--- src/include/acr_regs_map.vh ---
// Constants for the converter configuration and channel register bank.
// Assumes a 32-bit AXI4-Lite slave with word-aligned registers.
`ifndef ACR_REGS_MAP_VH
`define ACR_REGS_MAP_VH
// Register indices, byte address is four times the index
`define ACR_IDX_CFG 6'h02
`define ACR_IDX_CHAN 6'h03
`define ACR_IDX_PORT_CMD 6'h10
`define ACR_IDX_PORT_DATA 6'h11
`define ACR_IDX_STATE 6'h12
`define ACR_IDX_RESULT 6'h13
// Register addresses seen on the parallel command word
`define ACR_PADDR_RESULT 5'h00
`define ACR_PADDR_CFG 5'h02
`define ACR_PADDR_CHAN 5'h03
// Parallel command word layout
`define ACR_CMD_WR_BIT 15
`define ACR_CMD_STACK_BIT 14
`define ACR_CMD_ADDR_HI 13
`define ACR_CMD_ADDR_LO 9
`define ACR_CMD_DATA_HI 8
// Register word layout
`define ACR_ADDRF_HI 15
`define ACR_ADDRF_LO 9
`define ACR_RSVD_BIT 8
`define ACR_OS_HI 4
`define ACR_OS_LO 2
`define ACR_STATUS_EN_BIT 1
`define ACR_CRC_EN_BIT 0
`define ACR_CHB_HI 7
`define ACR_CHB_LO 4
`define ACR_CHA_HI 3
`define ACR_CHA_LO 0
// Reset values
`define ACR_CFG_RESET 5'h00
`define ACR_CHAN_RESET 8'h00
`define ACR_ADDRF_RESET 7'h00
// Channel B codes
`define ACR_CHB_LAST_INPUT 4'h7
`define ACR_CHB_SUPPLY 4'h8
`define ACR_CHB_REGULATOR 4'h9
`define ACR_CHB_SELFTEST 4'hb
`define ACR_TEST_PATTERN_B 16'h5555
// CRC
`define ACR_CRC_POLY 8'h07
`define ACR_CRC_INIT 8'h00
// AXI responses
`define ACR_RESP_OKAY 2'b00
`define ACR_RESP_SLVERR 2'b10
`endif

--- src/design/acr_regs.v ---
// Configuration and channel register bank of the dual sampling converter,
// with readout sequencing of conversion words and the appended status word.
// Assumes an AXI4-Lite master on aclk and conversion results from logic on
// the same clock, delivered with a one-cycle conv_done pulse.
//
// Function
// - Oversampling field selects averaging ratio
// - Status disabled: readout gives conversions only
// - Status enabled: append status after conversions
// - Status only after all channels read
// - CRC sits in status low byte
// - CRC enable behaves like status enable
// - Channel register picks next conversion source
// - Channel B codes: inputs, supply, regulator
// - Self-test code returns 0x5555 for B
// - Bits 15..9 hold register address on direct writes; zero at reset, command bits 15..9 on command writes
// - Channel register at 0x03, reset zero
// - Command bit 15 writes, else reads
// - Stack bit clear, address 00011 selects channel
`timescale 1ns/1ps
`default_nettype none
`include "acr_regs_map.vh"
module acr_regs
#(
  parameter CONV_W = 16
)
(
  input wire aclk,
  input wire aresetn,
  input wire [7:0] s_axi_awaddr,
  input wire s_axi_awvalid,
  output wire s_axi_awready,
  input wire [31:0] s_axi_wdata,
  input wire [3:0] s_axi_wstrb,
  input wire s_axi_wvalid,
  output wire s_axi_wready,
  output reg [1:0] s_axi_bresp,
  output reg s_axi_bvalid,
  input wire s_axi_bready,
  input wire [7:0] s_axi_araddr,
  input wire s_axi_arvalid,
  output wire s_axi_arready,
  output reg [31:0] s_axi_rdata,
  output reg [1:0] s_axi_rresp,
  output reg s_axi_rvalid,
  input wire s_axi_rready,
  input wire conv_done,
  input wire [CONV_W-1:0] conv_a_data,
  input wire [CONV_W-1:0] conv_b_data,
  output reg [3:0] sample_chb_sel_reg,
  output reg sample_chb_valid_reg,
  output reg avg_enable_reg,
  output reg [7:0] avg_ratio_reg
);
  // Readout states, one-hot
  localparam RD_A = 4'b0001;
  localparam RD_B = 4'b0010;
  localparam RD_ST = 4'b0100;
  localparam RD_END = 4'b1000;

  reg [4:0] cfg_reg;
  reg [6:0] cfg_addrf_reg;
  reg [7:0] chan_reg;
  reg [6:0] chan_addrf_reg;
  reg [4:0] rd_target_reg;
  reg rd_target_ok_reg;
  reg [CONV_W-1:0] word_a_reg;
  reg [CONV_W-1:0] word_b_reg;
  reg [3:0] rd_state_reg;
  reg [3:0] rd_state_next;
  reg [7:0] aw_addr_reg;
  reg aw_full_reg;
  reg [31:0] w_data_reg;
  reg [3:0] w_strb_reg;
  reg w_full_reg;
  wire [7:0] crc_value;
  wire dec_avg_enable;
  wire [7:0] dec_avg_ratio;
  wire dec_chb_analog;
  wire dec_chb_selftest;
  wire status_on;
  wire wr_fire;
  wire rd_fire;
  wire [5:0] wr_idx;
  wire [5:0] rd_idx;
  wire [15:0] wr_word;
  wire [15:0] cfg_word;
  wire [15:0] chan_word;
  wire [15:0] status_word;
  wire cmd_write;
  wire [4:0] cmd_addr;
  reg [15:0] result_word;
  reg [31:0] rd_data;
  reg rd_hit;
  reg rd_pop;

  // Either enable bit turns on the status-and-CRC append
  assign status_on = cfg_reg[`ACR_STATUS_EN_BIT] |
    cfg_reg[`ACR_CRC_EN_BIT];

  acr_decode u_decode
  (
    .os_sel(cfg_reg[`ACR_OS_HI:`ACR_OS_LO]),
    .chb_sel(chan_reg[`ACR_CHB_HI:`ACR_CHB_LO]),
    .avg_enable(dec_avg_enable),
    .avg_ratio(dec_avg_ratio),
    .chb_analog(dec_chb_analog),
    .chb_selftest(dec_chb_selftest)
  );

  // CRC runs over the captured A and B words of each conversion
  acr_crc8 #(.DATA_W(2 * CONV_W)) u_crc
  (
    .aclk(aclk),
    .aresetn(aresetn),
    .clear(conv_done),
    .update(conv_done),
    .data({conv_a_data, conv_b_data}),
    .crc_reg(crc_value)
  );

  // AXI write channels are taken independently, one of each held
  assign s_axi_awready = !aw_full_reg && !s_axi_bvalid;
  assign s_axi_wready = !w_full_reg && !s_axi_bvalid;
  assign wr_fire = aw_full_reg && w_full_reg && !s_axi_bvalid;
  assign wr_idx = aw_addr_reg[7:2];
  assign s_axi_arready = !s_axi_rvalid;
  assign rd_fire = s_axi_arvalid && !s_axi_rvalid;
  assign rd_idx = s_axi_araddr[7:2];

  // Passes a lane or zero depending on its strobe
  function [7:0] s_axi_wstrb_m;
    input en;
    input [7:0] d;
    begin
      s_axi_wstrb_m = en ? d : 8'h00;
    end
  endfunction

  // Low 16 bits of write data after byte-lane masking
  assign wr_word = {s_axi_wstrb_m(w_strb_reg[1], w_data_reg[15:8]),
    s_axi_wstrb_m(w_strb_reg[0], w_data_reg[7:0])};

  // Register words as read back, bit 8 and unused fields read zero
  assign cfg_word = {cfg_addrf_reg, 1'b0, 3'h0, cfg_reg};
  assign chan_word = {chan_addrf_reg, 1'b0, chan_reg};
  // Status word: settings on top, CRC in the low byte
  assign status_word = {chan_reg[`ACR_CHB_HI:`ACR_CHB_LO],
    cfg_reg[`ACR_OS_HI:`ACR_OS_LO], 1'b0, crc_value};

  // Parallel-style command word fields
  assign cmd_write = wr_word[`ACR_CMD_WR_BIT];
  assign cmd_addr = wr_word[`ACR_CMD_ADDR_HI:`ACR_CMD_ADDR_LO];

  // Write address and data holding registers
  always @(posedge aclk)
  begin
    if (!aresetn)
    begin
      aw_full_reg <= 1'b0;
      aw_addr_reg <= 8'h00;
      w_full_reg <= 1'b0;
      w_data_reg <= 32'h0000_0000;
      w_strb_reg <= 4'h0;
    end
    else if (wr_fire)
    begin
      aw_full_reg <= 1'b0;
      w_full_reg <= 1'b0;
    end
    else
    begin
      if (s_axi_awvalid && s_axi_awready)
      begin
        aw_full_reg <= 1'b1;
        aw_addr_reg <= s_axi_awaddr;
      end
      if (s_axi_wvalid && s_axi_wready)
      begin
        w_full_reg <= 1'b1;
        w_data_reg <= s_axi_wdata;
        w_strb_reg <= s_axi_wstrb;
      end
    end
  end

  // Register writes, direct and through the command word
  always @(posedge aclk)
  begin
    if (!aresetn)
    begin
      cfg_reg <= `ACR_CFG_RESET;
      cfg_addrf_reg <= `ACR_ADDRF_RESET;
      chan_reg <= `ACR_CHAN_RESET;
      chan_addrf_reg <= `ACR_ADDRF_RESET;
      rd_target_reg <= `ACR_PADDR_RESULT;
      rd_target_ok_reg <= 1'b0;
      s_axi_bvalid <= 1'b0;
      s_axi_bresp <= `ACR_RESP_OKAY;
    end
    else
    begin
      if (s_axi_bvalid && s_axi_bready)
        s_axi_bvalid <= 1'b0;
      if (wr_fire)
      begin
        s_axi_bvalid <= 1'b1;
        s_axi_bresp <= `ACR_RESP_OKAY;
        if (wr_idx == `ACR_IDX_CFG)
        begin
          cfg_reg <= wr_word[`ACR_OS_HI:`ACR_CRC_EN_BIT];
          cfg_addrf_reg <= {2'b00, `ACR_PADDR_CFG};
        end
        else if (wr_idx == `ACR_IDX_CHAN)
        begin
          chan_reg <= wr_word[`ACR_CHB_HI:`ACR_CHA_LO];
          chan_addrf_reg <= {2'b00, `ACR_PADDR_CHAN};
        end
        else if (wr_idx == `ACR_IDX_PORT_CMD)
        begin
          if (!cmd_write)
          begin
            rd_target_reg <= cmd_addr;
            rd_target_ok_reg <= !wr_word[`ACR_CMD_STACK_BIT];
          end
          else if (!wr_word[`ACR_CMD_STACK_BIT] &&
            cmd_addr == `ACR_PADDR_CFG)
          begin
            cfg_reg <= wr_word[`ACR_OS_HI:`ACR_CRC_EN_BIT];
            cfg_addrf_reg <= wr_word[`ACR_ADDRF_HI:`ACR_ADDRF_LO];
          end
          else if (!wr_word[`ACR_CMD_STACK_BIT] &&
            cmd_addr == `ACR_PADDR_CHAN)
          begin
            chan_reg <= wr_word[`ACR_CHB_HI:`ACR_CHA_LO];
            chan_addrf_reg <= wr_word[`ACR_ADDRF_HI:`ACR_ADDRF_LO];
          end
        end
        else if (wr_idx != `ACR_IDX_PORT_DATA &&
          wr_idx != `ACR_IDX_STATE && wr_idx != `ACR_IDX_RESULT)
          s_axi_bresp <= `ACR_RESP_SLVERR;
      end
    end
  end

  // Word at the current readout position
  always @*
  begin
    case (rd_state_reg)
      RD_A: result_word = word_a_reg;
      RD_B: result_word = dec_chb_selftest ?
        `ACR_TEST_PATTERN_B : word_b_reg;
      RD_ST: result_word = status_word;
      default: result_word = 16'h0000;
    endcase
  end

  // Read decode and the readout pop it causes
  always @*
  begin
    rd_data = 32'h0000_0000;
    rd_hit = 1'b1;
    rd_pop = 1'b0;
    if (rd_idx == `ACR_IDX_CFG)
      rd_data = {16'h0000, cfg_word};
    else if (rd_idx == `ACR_IDX_CHAN)
      rd_data = {16'h0000, chan_word};
    else if (rd_idx == `ACR_IDX_PORT_CMD)
      rd_data = {16'h0000, 1'b0, !rd_target_ok_reg, rd_target_reg, 9'h000};
    else if (rd_idx == `ACR_IDX_PORT_DATA)
    begin
      if (rd_target_ok_reg && rd_target_reg == `ACR_PADDR_CFG)
        rd_data = {16'h0000, cfg_word};
      else if (rd_target_ok_reg && rd_target_reg == `ACR_PADDR_CHAN)
        rd_data = {16'h0000, chan_word};
      else if (rd_target_ok_reg && rd_target_reg == `ACR_PADDR_RESULT)
      begin
        rd_data = {16'h0000, result_word};
        rd_pop = 1'b1;
      end
    end
    else if (rd_idx == `ACR_IDX_STATE)
      rd_data = {16'h0000, rd_state_reg, avg_enable_reg, status_on,
        2'b00, avg_ratio_reg};
    else if (rd_idx == `ACR_IDX_RESULT)
    begin
      rd_data = {16'h0000, result_word};
      rd_pop = 1'b1;
    end
    else
      rd_hit = 1'b0;
  end

  // Read data channel
  always @(posedge aclk)
  begin
    if (!aresetn)
    begin
      s_axi_rvalid <= 1'b0;
      s_axi_rdata <= 32'h0000_0000;
      s_axi_rresp <= `ACR_RESP_OKAY;
    end
    else if (rd_fire)
    begin
      s_axi_rvalid <= 1'b1;
      s_axi_rdata <= rd_data;
      s_axi_rresp <= rd_hit ? `ACR_RESP_OKAY : `ACR_RESP_SLVERR;
    end
    else if (s_axi_rready)
      s_axi_rvalid <= 1'b0;
  end

  // Readout sequence: A, B, then status only if enabled and all read
  always @*
  begin
    rd_state_next = rd_state_reg;
    if (rd_fire && rd_pop)
    begin
      case (rd_state_reg)
        RD_A: rd_state_next = RD_B;
        RD_B: rd_state_next = status_on ? RD_ST : RD_END;
        RD_ST: rd_state_next = RD_END;
        default: rd_state_next = RD_END;
      endcase
    end
    if (conv_done)
      rd_state_next = RD_A;
  end

  // Captured conversion words and readout state
  always @(posedge aclk)
  begin
    if (!aresetn)
    begin
      rd_state_reg <= RD_END;
      word_a_reg <= {CONV_W{1'b0}};
      word_b_reg <= {CONV_W{1'b0}};
    end
    else
    begin
      rd_state_reg <= rd_state_next;
      if (conv_done)
      begin
        word_a_reg <= conv_a_data;
        word_b_reg <= conv_b_data;
      end
    end
  end

  // Settings handed to the converter for the next conversion
  always @(posedge aclk)
  begin
    if (!aresetn)
    begin
      sample_chb_sel_reg <= 4'h0;
      sample_chb_valid_reg <= 1'b0;
      avg_enable_reg <= 1'b0;
      avg_ratio_reg <= 8'h01;
    end
    else
    begin
      sample_chb_sel_reg <= chan_reg[`ACR_CHB_HI:`ACR_CHB_LO];
      sample_chb_valid_reg <= dec_chb_analog;
      avg_enable_reg <= dec_avg_enable;
      avg_ratio_reg <= dec_avg_ratio;
    end
  end
endmodule // acr_regs
`default_nettype wire

--- src/design/acr_crc8.v ---
// CRC-8 over one data word per update, registered result.
// Assumes clear and update come from logic on the same clock.
`timescale 1ns/1ps
`default_nettype none
`include "acr_regs_map.vh"
module acr_crc8
#(
  parameter DATA_W = 32
)
(
  input wire aclk,
  input wire aresetn,
  input wire clear,
  input wire update,
  input wire [DATA_W-1:0] data,
  output reg [7:0] crc_reg
);
  reg [7:0] crc_next;
  reg [7:0] c;
  integer i;

  // Bit-serial division unrolled over the word, MSB first; a clear
  // restarts from the initial value so conversions never chain
  always @*
  begin
    c = clear ? `ACR_CRC_INIT : crc_reg;
    for (i = DATA_W - 1; i >= 0; i = i - 1)
    begin
      if (c[7] ^ data[i])
        c = {c[6:0], 1'b0} ^ `ACR_CRC_POLY;
      else
        c = {c[6:0], 1'b0};
    end
    crc_next = crc_reg;
    if (clear && update)
      crc_next = c;
    else if (clear)
      crc_next = `ACR_CRC_INIT;
    else if (update)
      crc_next = c;
  end

  // Result register
  always @(posedge aclk)
  begin
    if (!aresetn)
      crc_reg <= `ACR_CRC_INIT;
    else
      crc_reg <= crc_next;
  end
endmodule // acr_crc8
`default_nettype wire

--- src/design/acr_decode.v ---
// Decodes the oversampling field and the converter B channel field.
// Purely combinational; the caller registers all results except chb_selftest.
`timescale 1ns/1ps
`default_nettype none
`include "acr_regs_map.vh"
module acr_decode
(
  input wire [2:0] os_sel,
  input wire [3:0] chb_sel,
  output wire avg_enable,
  output wire [7:0] avg_ratio,
  output wire chb_analog,
  output wire chb_selftest
);
  // Zero disables averaging, otherwise ratio is two to the code
  assign avg_enable = (os_sel != 3'h0);
  assign avg_ratio = 8'h01 << os_sel;

  // Inputs, supply and regulator monitor are real samples
  assign chb_analog = (chb_sel <= `ACR_CHB_REGULATOR);
  assign chb_selftest = (chb_sel == `ACR_CHB_SELFTEST);
endmodule // acr_decode
`default_nettype wire

--- config.mk ---
export PLATFORM = sky130hd
export DESIGN_NAME = acr_regs
export DESIGN_NICKNAME = d
export VERILOG_FILES = /design/src/design/acr_regs.v /design/src/design/acr_crc8.v /design/src/design/acr_decode.v
export VERILOG_INCLUDE_DIRS = /design/src /design/src/include
export SDC_FILE = /design/constraint.sdc
export NUM_CORES = 1
export LEC_CHECK = 0
export BUFFER_PORTS_ARGS = -buffer_cell sky130_fd_sc_hd__buf_4
export CAP_MARGIN = 20
export CORE_UTILIZATION = 40
export DETAILED_ROUTE_END_ITERATION = 12
export SYNTH_ARGS = -nofsm -noshare
export SYNTH_HDL_FRONTEND = slang
export SYNTH_SLANG_ARGS = --single-unit
export TNS_END_PERCENT = 10
--- constraint.sdc ---
create_clock -name aclk -period 5.3 [get_ports aclk]
set_input_delay 1.06 -clock aclk [delete_from_list [all_inputs] [get_ports aclk]]
set_output_delay 1.06 -clock aclk [all_outputs]
set_load 0.02 [all_outputs]
==> results of run 1 <==
[layout by cell type (no fill, tap or decap), types with 43 or more instances in the layout]
| cell type | count |
|---|---|
| a21oi_1 | 55 |
| buf_4 | 111 |
| dfxtp_1 | 136 |
| mux2i_1 | 63 |
| nand2_1 | 68 |
| nor2_1 | 99 |
| o21ai_0 | 45 |
| xnor2_1 | 43 |
[synthesized netlist by cell type (13+ instances only)]
cell / n / area [µm²]
dfxtp_1: 136 / 2720
nor2_1: 99 / 372
nand2_1: 68 / 255
mux2i_1: 63 / 631
a21oi_1: 55 / 275
o21ai_0: 45 / 225
xnor2_1: 43 / 377
clkbuf_1: 41 / 154
a22oi_1: 19 / 143
and2_1: 19 / 119
xnor3_1: 19 / 428
buf_4: 18 / 135
xor2_1: 13 / 114
[routing by layer]
layer | share of wire (%) | global-route usage [%] | routed length [µm] | vias to the layer above
li1 | - | - | - | 2829
met1 | 48 | 31.1 | 9130 | 2657
met2 | 43 | 32.3 | 8260 | 203
met3 | 7.4 | 5.10 | 1420 | 22
met4 | 1.6 | 6.62 | 305 | 0
met5 | 0 | 0 | 0 | -
[power groups by stage]
stage | Combinational [mW] | Clock, mW | Sequential [mW]
finish | 1.64 | 1.21 | 1.14
floorplan | 1.35 | 0 | 1.15
global route | 1.76 | 1.28 | 1.15
global placement | 1.60 | 0 | 1.16
detailed placement | 1.62 | 0 | 1.17
CTS | 1.64 | 1.23 | 1.14
[layout make-up]
class                      count  area [µm²]  share of cell area, %
tap                          220         275                   3.26
sequential                   136        2720                   32.3
timing repair buffer         111         833                   9.88
clock inverter                11         148                   1.75
multi-input combinational    581        3970                   47.0
clock buffer                  20         457                   5.42
inverter                       8        30.0                  0.356
[worst reg2reg max path: cells and delay by family (launching register included)]
kind / cells / cell delay [ns]
compound gates: 5 / 1.35
flops: 1 / 0.47
simple gates: 3 / 1.04
[final timing paths]
path                          from          endpoint  slack (ns)  cells past startpoint
hold reg to reg      w_data_reg[0]     w_data_reg[0]        0.45                      2
hold / removal       w_data_reg[0]     w_data_reg[0]        0.45                      2
setup / recovery         conv_done  u_crc.crc_reg[0]        1.86                      9
setup reg to reg  rd_target_reg[0]   s_axi_rdata[11]        2.38                      8
[logic make-up (layout without fill, tap and decap cells)]
group | count (synthesis) | count (layout)
and+or+nand+nor | 251 | 251
AOI/OAI and AO/OA | 169 | 169
DFF | 136 | 136
xor gates and xnor gates | 80 | 80
buffers and inverters | 75 | 150
muxes | 63 | 63
other | 1 | 18
[stage by stage]
| stage | setup slack, ns | instance area (µm²) | power, mW | instances | hold slack (ns) |
|---|---|---|---|---|---|
| after floorplan | 1.94 | 7050 | 2.50 | 792 | 0.432 |
| after global placement | 1.47 | 7830 | 2.76 | 1056 | 0.440 |
| final | 1.86 | 8430 | 4.00 | 1087 | 0.451 |
| after CTS | 1.87 | 8430 | 4.02 | 1087 | 0.455 |
| after global routing | 1.72 | 8430 | 4.19 | 1087 | 0.480 |
| after detailed placement | 1.43 | 7830 | 2.79 | 1056 | 0.448 |
==> flow_metrics.tcl, run 1 <==
set metrics [dict create \
    outcome "finished, final reports clean" \
    synth_top_family_by_area "simple AND/OR/NAND/NOR gates" \
    grt_start_max_net_pins 43 \
    clockPowerShare_pct 30.3 \
    cts_setup_buffers 0 \
    syn_area_um2 6980 \
    crit_chain "buf_4, nor2b_4, xnor3_1, xnor3_2, xnor3_1, xor3_1, xnor3_1, xor2_1, a211oi_2" \
    route.antenna.remaining_nets 0 \
    std_cell_rows 47 \
    ios 147 \
    ctsResizeCount 0 \
    seqPwrFrac_pct 28.6 \
    clk_latency_ns 0.42 \
    final_max_slew_viol_count 0 \
    hold_violations 0 \
    ys_warn_count 0 \
    ir_drop_v 0.000420 \
    cp_common_cell "xnor3_1" \
    numCtsBuffers 17 \
    place.port_buffers 105 \
    cts_tree "yes" \
    period_needed_ns 3.44 \
    synthCells 775 \
    p_leak_nw 3.48 \
    dp_hpwl_mm 14.1 \
    rsz0062_at_grt "false" \
    finalSetupViolations 0 \
    critPathMaxStageDelay_ns 0.42 \
    slowest_stage "xnor3_1" \
    syn2layout_area_growth_pct 20.8 \
    synth-seq-cells 136 \
    crit_required_ns 5.65 \
    synthFlopType "dfxtp_1" \
    skew_ns 0.00772 \
    arrival_ns 3.79 \
    drc 0 \
    gp_congestion 0.865 \
    seq_area_frac_synth_pct 39.0 \
    final.fill_count 1661 \
    hold_buffers 0 \
    cts_max_path_buffers 2 \
    clk_pin_slew_ns 0.06 \
    end_kind "register" \
    dieArea_um2 18000 \
    grt_overflow 0 \
    p_comb_share_pct 41.1 \
    grt_util_all_layers_pct 21.7 \
    synth.distinct_cells 59 \
    cp_max_fo 34 \
    cts_max_level 4 \
    final_net_count 947 \
    power.switching_mw 1.23 \
    p_per_area_nw_per_um2 474 \
    dr.pass1.iters 5 \
    die_w_um 134 \
    drive_gt1_share_pct 17.3 \
    drt_iter0_markers 505 \
    synthSimpleGateAreaFrac_pct 16.7 \
    drv_cap 0 \
    wirelength_mm 19.1 \
    grt_pass1_vias 5307 \
    grt_pass1_wl_mm 29.7 \
    fin_tns_setup_ns 0 \
    start_util_pct 41.5 \
    wl_per_cell_um 17.6 \
    vias 5711 \
    crit_buf_inv 1 \
    vias_per_cell 5.25 \
    synth-compound-area-share_pct 15.4 \
    post-route-period-util_pct 64.9 \
    max_clock_freq_mhz 291 \
    start_kind "primary input" \
    synth_xor_area_share_pct 14.6 \
    coreArea_um2 16800 \
    cts_sinks 136 \
    dieHeight_um 134 \
    async_reset_ff_share_pct 0 \
    syn_avg_cell_area_um2 9.01 \
    final_core_utilization_pct 50.1 \
    diodes 0 \
    tightestPinTransition_ns 0.925 \
    antenna_found_initial 0 \
    hp-class "register to register" \
    switching_share_pct 30.9 \
    intPower_mw 2.76 \
    critPathTopFamily "XOR/XNOR gates" \
    cts_root_buf "clkbuf_16" \
    max_slew_margin_pct 38.2 \
    worstSetupPathType "primary input to register" \
    synthAdderAreaFrac_pct 0 \
    synthMuxAreaShare_pct 9.03 \
    synth-edff-count 0 \
]
(Power assumes the default switching activity.)
==> inputs of run 2 (changes only) <==
- clock period: 5.3 -> 3.55 ns (I/O delays scaled with it)
==> run 2 against run 1 <==
Combinational power up 48%; die area did not move; clock skew barely moved; sequential power is 50% higher; clock power up 48%; largest cell class unchanged; routed wire length decreased by 1.3%.
==> flow_metrics.tcl, run 2 (synthesis results as in run 1) <==
set metrics [dict create \
    reg2reg_slack_ns 0.75 \
    cts_root_buf "clkbuf_16" \
    place.port_buffers 105 \
    skew_ns 0.00727 \
    p_per_area_nw_per_um2 699 \
    timing.rr.end "u_crc.crc_reg[4]" \
    start_kind "primary input" \
    outcome "finished, final reports clean" \
    vias_per_cell 5.24 \
    hold_violations 0 \
    max_slew_margin_pct 49.8 \
    final.fill_count 1642 \
    gp_congestion 0.890 \
    dieArea_um2 18000 \
    crit_required_ns 3.86 \
    seq_area_um2 2720 \
    hold_end "w_data_reg[0]" \
    antenna_found_initial 0 \
    finalSetupViolations 0 \
    cts_max_path_buffers 2 \
    grt_overflow 0 \
    ir_drop_v 0.000445 \
    drive_gt1_share_pct 18.1 \
    dr.pass1.iters 4 \
    drt_iter0_markers 392 \
    cts_setup_buffers 0 \
    vias 5733 \
    met1_usage_pct 29.9 \
    cts_max_level 4 \
    final_net_count 953 \
    cts_tree "yes" \
    final_cell_mix "dfxtp_1 (136), buf_4 (116), nor2_1 (99), nand2_1 (68), mux2i_1 (63)" \
    rsz0062_at_grt "false" \
    clk_pin_slew_ns 0.06 \
    end_kind "register" \
    fin_tns_setup_ns 0 \
    std_cell_rows 47 \
    rr_startpoint "u_crc.crc_reg[5]" \
    ios 147 \
    coreArea_um2 16800 \
    arrival_ns 3.19 \
    post-route-period-util_pct 81.3 \
    min_from "w_data_reg[0]" \
    tightestPinTransition_ns 0.748 \
    numCtsBuffers 17 \
    worstSetupPathType "primary input to register" \
    hold_buffers 0 \
    grt_pass1_wl_mm 29.4 \
    final_core_utilization_pct 50.5 \
    final_max_slew_viol_count 0 \
    r2r_cells 8 \
    start_util_pct 41.5 \
    dpl_worst_slack_ns 0.253 \
    ctsResizeCount 0 \
    route.antenna.remaining_nets 0 \
    globalRouteMet3Util_pct 4.65 \
    fin_ws_ns 0.664 \
    drc 0 \
    grt_start_max_net_pins 62 \
    p_leak_nw 3.52 \
    wl_per_cell_um 17.2 \
    drv_cap 0 \
    busiest_layer "met2" \
    hp-class "register to register" \
    holdWs_ns 0.453 \
    grt_pass1_vias 5403 \
    global_route.usage.met2_pct 32.9 \
    mostFrequentLayoutCell "dfxtp_1" \
    period_needed_ns 2.89 \
    syn2layout_area_growth_pct 21.6 \
    placedCellCount 1062 \
    diodes 0 \
    wirelength_mm 18.9 \
    whs_path_depth 2 \
    clk_latency_ns 0.42 \
    cts_sinks 136 \
    layoutNonFillerInstCount 1094 \
    multi_input_area_um2 3970 \
    die_w_um 134 \
    max_clock_freq_mhz 346 \
    grt_util_all_layers_pct 21.5 \
    cp_max_fo 13 \
    dp_hpwl_mm 14.0 \
    dieHeight_um 134 \
]
[run 2: cell count changes in the layout (fill, tap and decap cells not counted), sizes merged]
cell / delta
clkinv: +6
clkinvlp: -2
clkbuf: -3
buf: +6
[run 2: worst max-delay path by stage]
stage,endpoint,startpoint,slack [ns],cells after the start
2_1_floorplan,u_crc.crc_reg[0],conv_done,0.54,9
3_3_place_gp,u_crc.crc_reg[0],conv_done,0.26,10
3_5_place_dp,u_crc.crc_reg[0],conv_done,0.25,10
4_1_cts,u_crc.crc_reg[0],conv_done,0.69,10
5_1_grt,u_crc.crc_reg[4],conv_done,0.49,9
6_report,u_crc.crc_reg[4],conv_done,0.66,9
[run 2: worst max-delay path: stages]
cell	delay (ns)
buf_4	0.18
nor2b_1	0.27
xnor3_1	0.37
xnor2_1	0.29
xnor2_1	0.21
xnor3_1	0.49
xnor3_1	0.45
a21oi_1	0.17
nor2_1	0.05
[run 2: area by class of cell]
type	instances	share of cell area, %
multi-input cells	581	46.7
well taps	220	3.24
clock inverters	15	2.09
repair buffers	117	10.5
clock buffers	17	5.01
flip-flops and latches	136	32.1
inverters	8	0.354
[run 2: per-stage QoR]
step	power (mW)	cell area, µm²
5_1_grt	6.26	8490
4_1_cts	5.98	8490
6_report	5.93	8490
3_3_place_gp	4.15	7890
2_1_floorplan	3.74	7050
3_5_place_dp	4.17	7890
[run 2: power breakdown]
part	switching [mW]	internal, mW
registers	0.0871	1.62
clock network	0.683	1.10
logic	1.06	1.37
[run 2: metal layers]
| metal | share of wire (%) | up-vias |
|---|---|---|
| li1 | - | 2844 |
| met1 | 49 | 2692 |
| met2 | 45 | 180 |
| met3 | 5.2 | 17 |
| met4 | 1.2 | 0 |
| met5 | 0 | - |
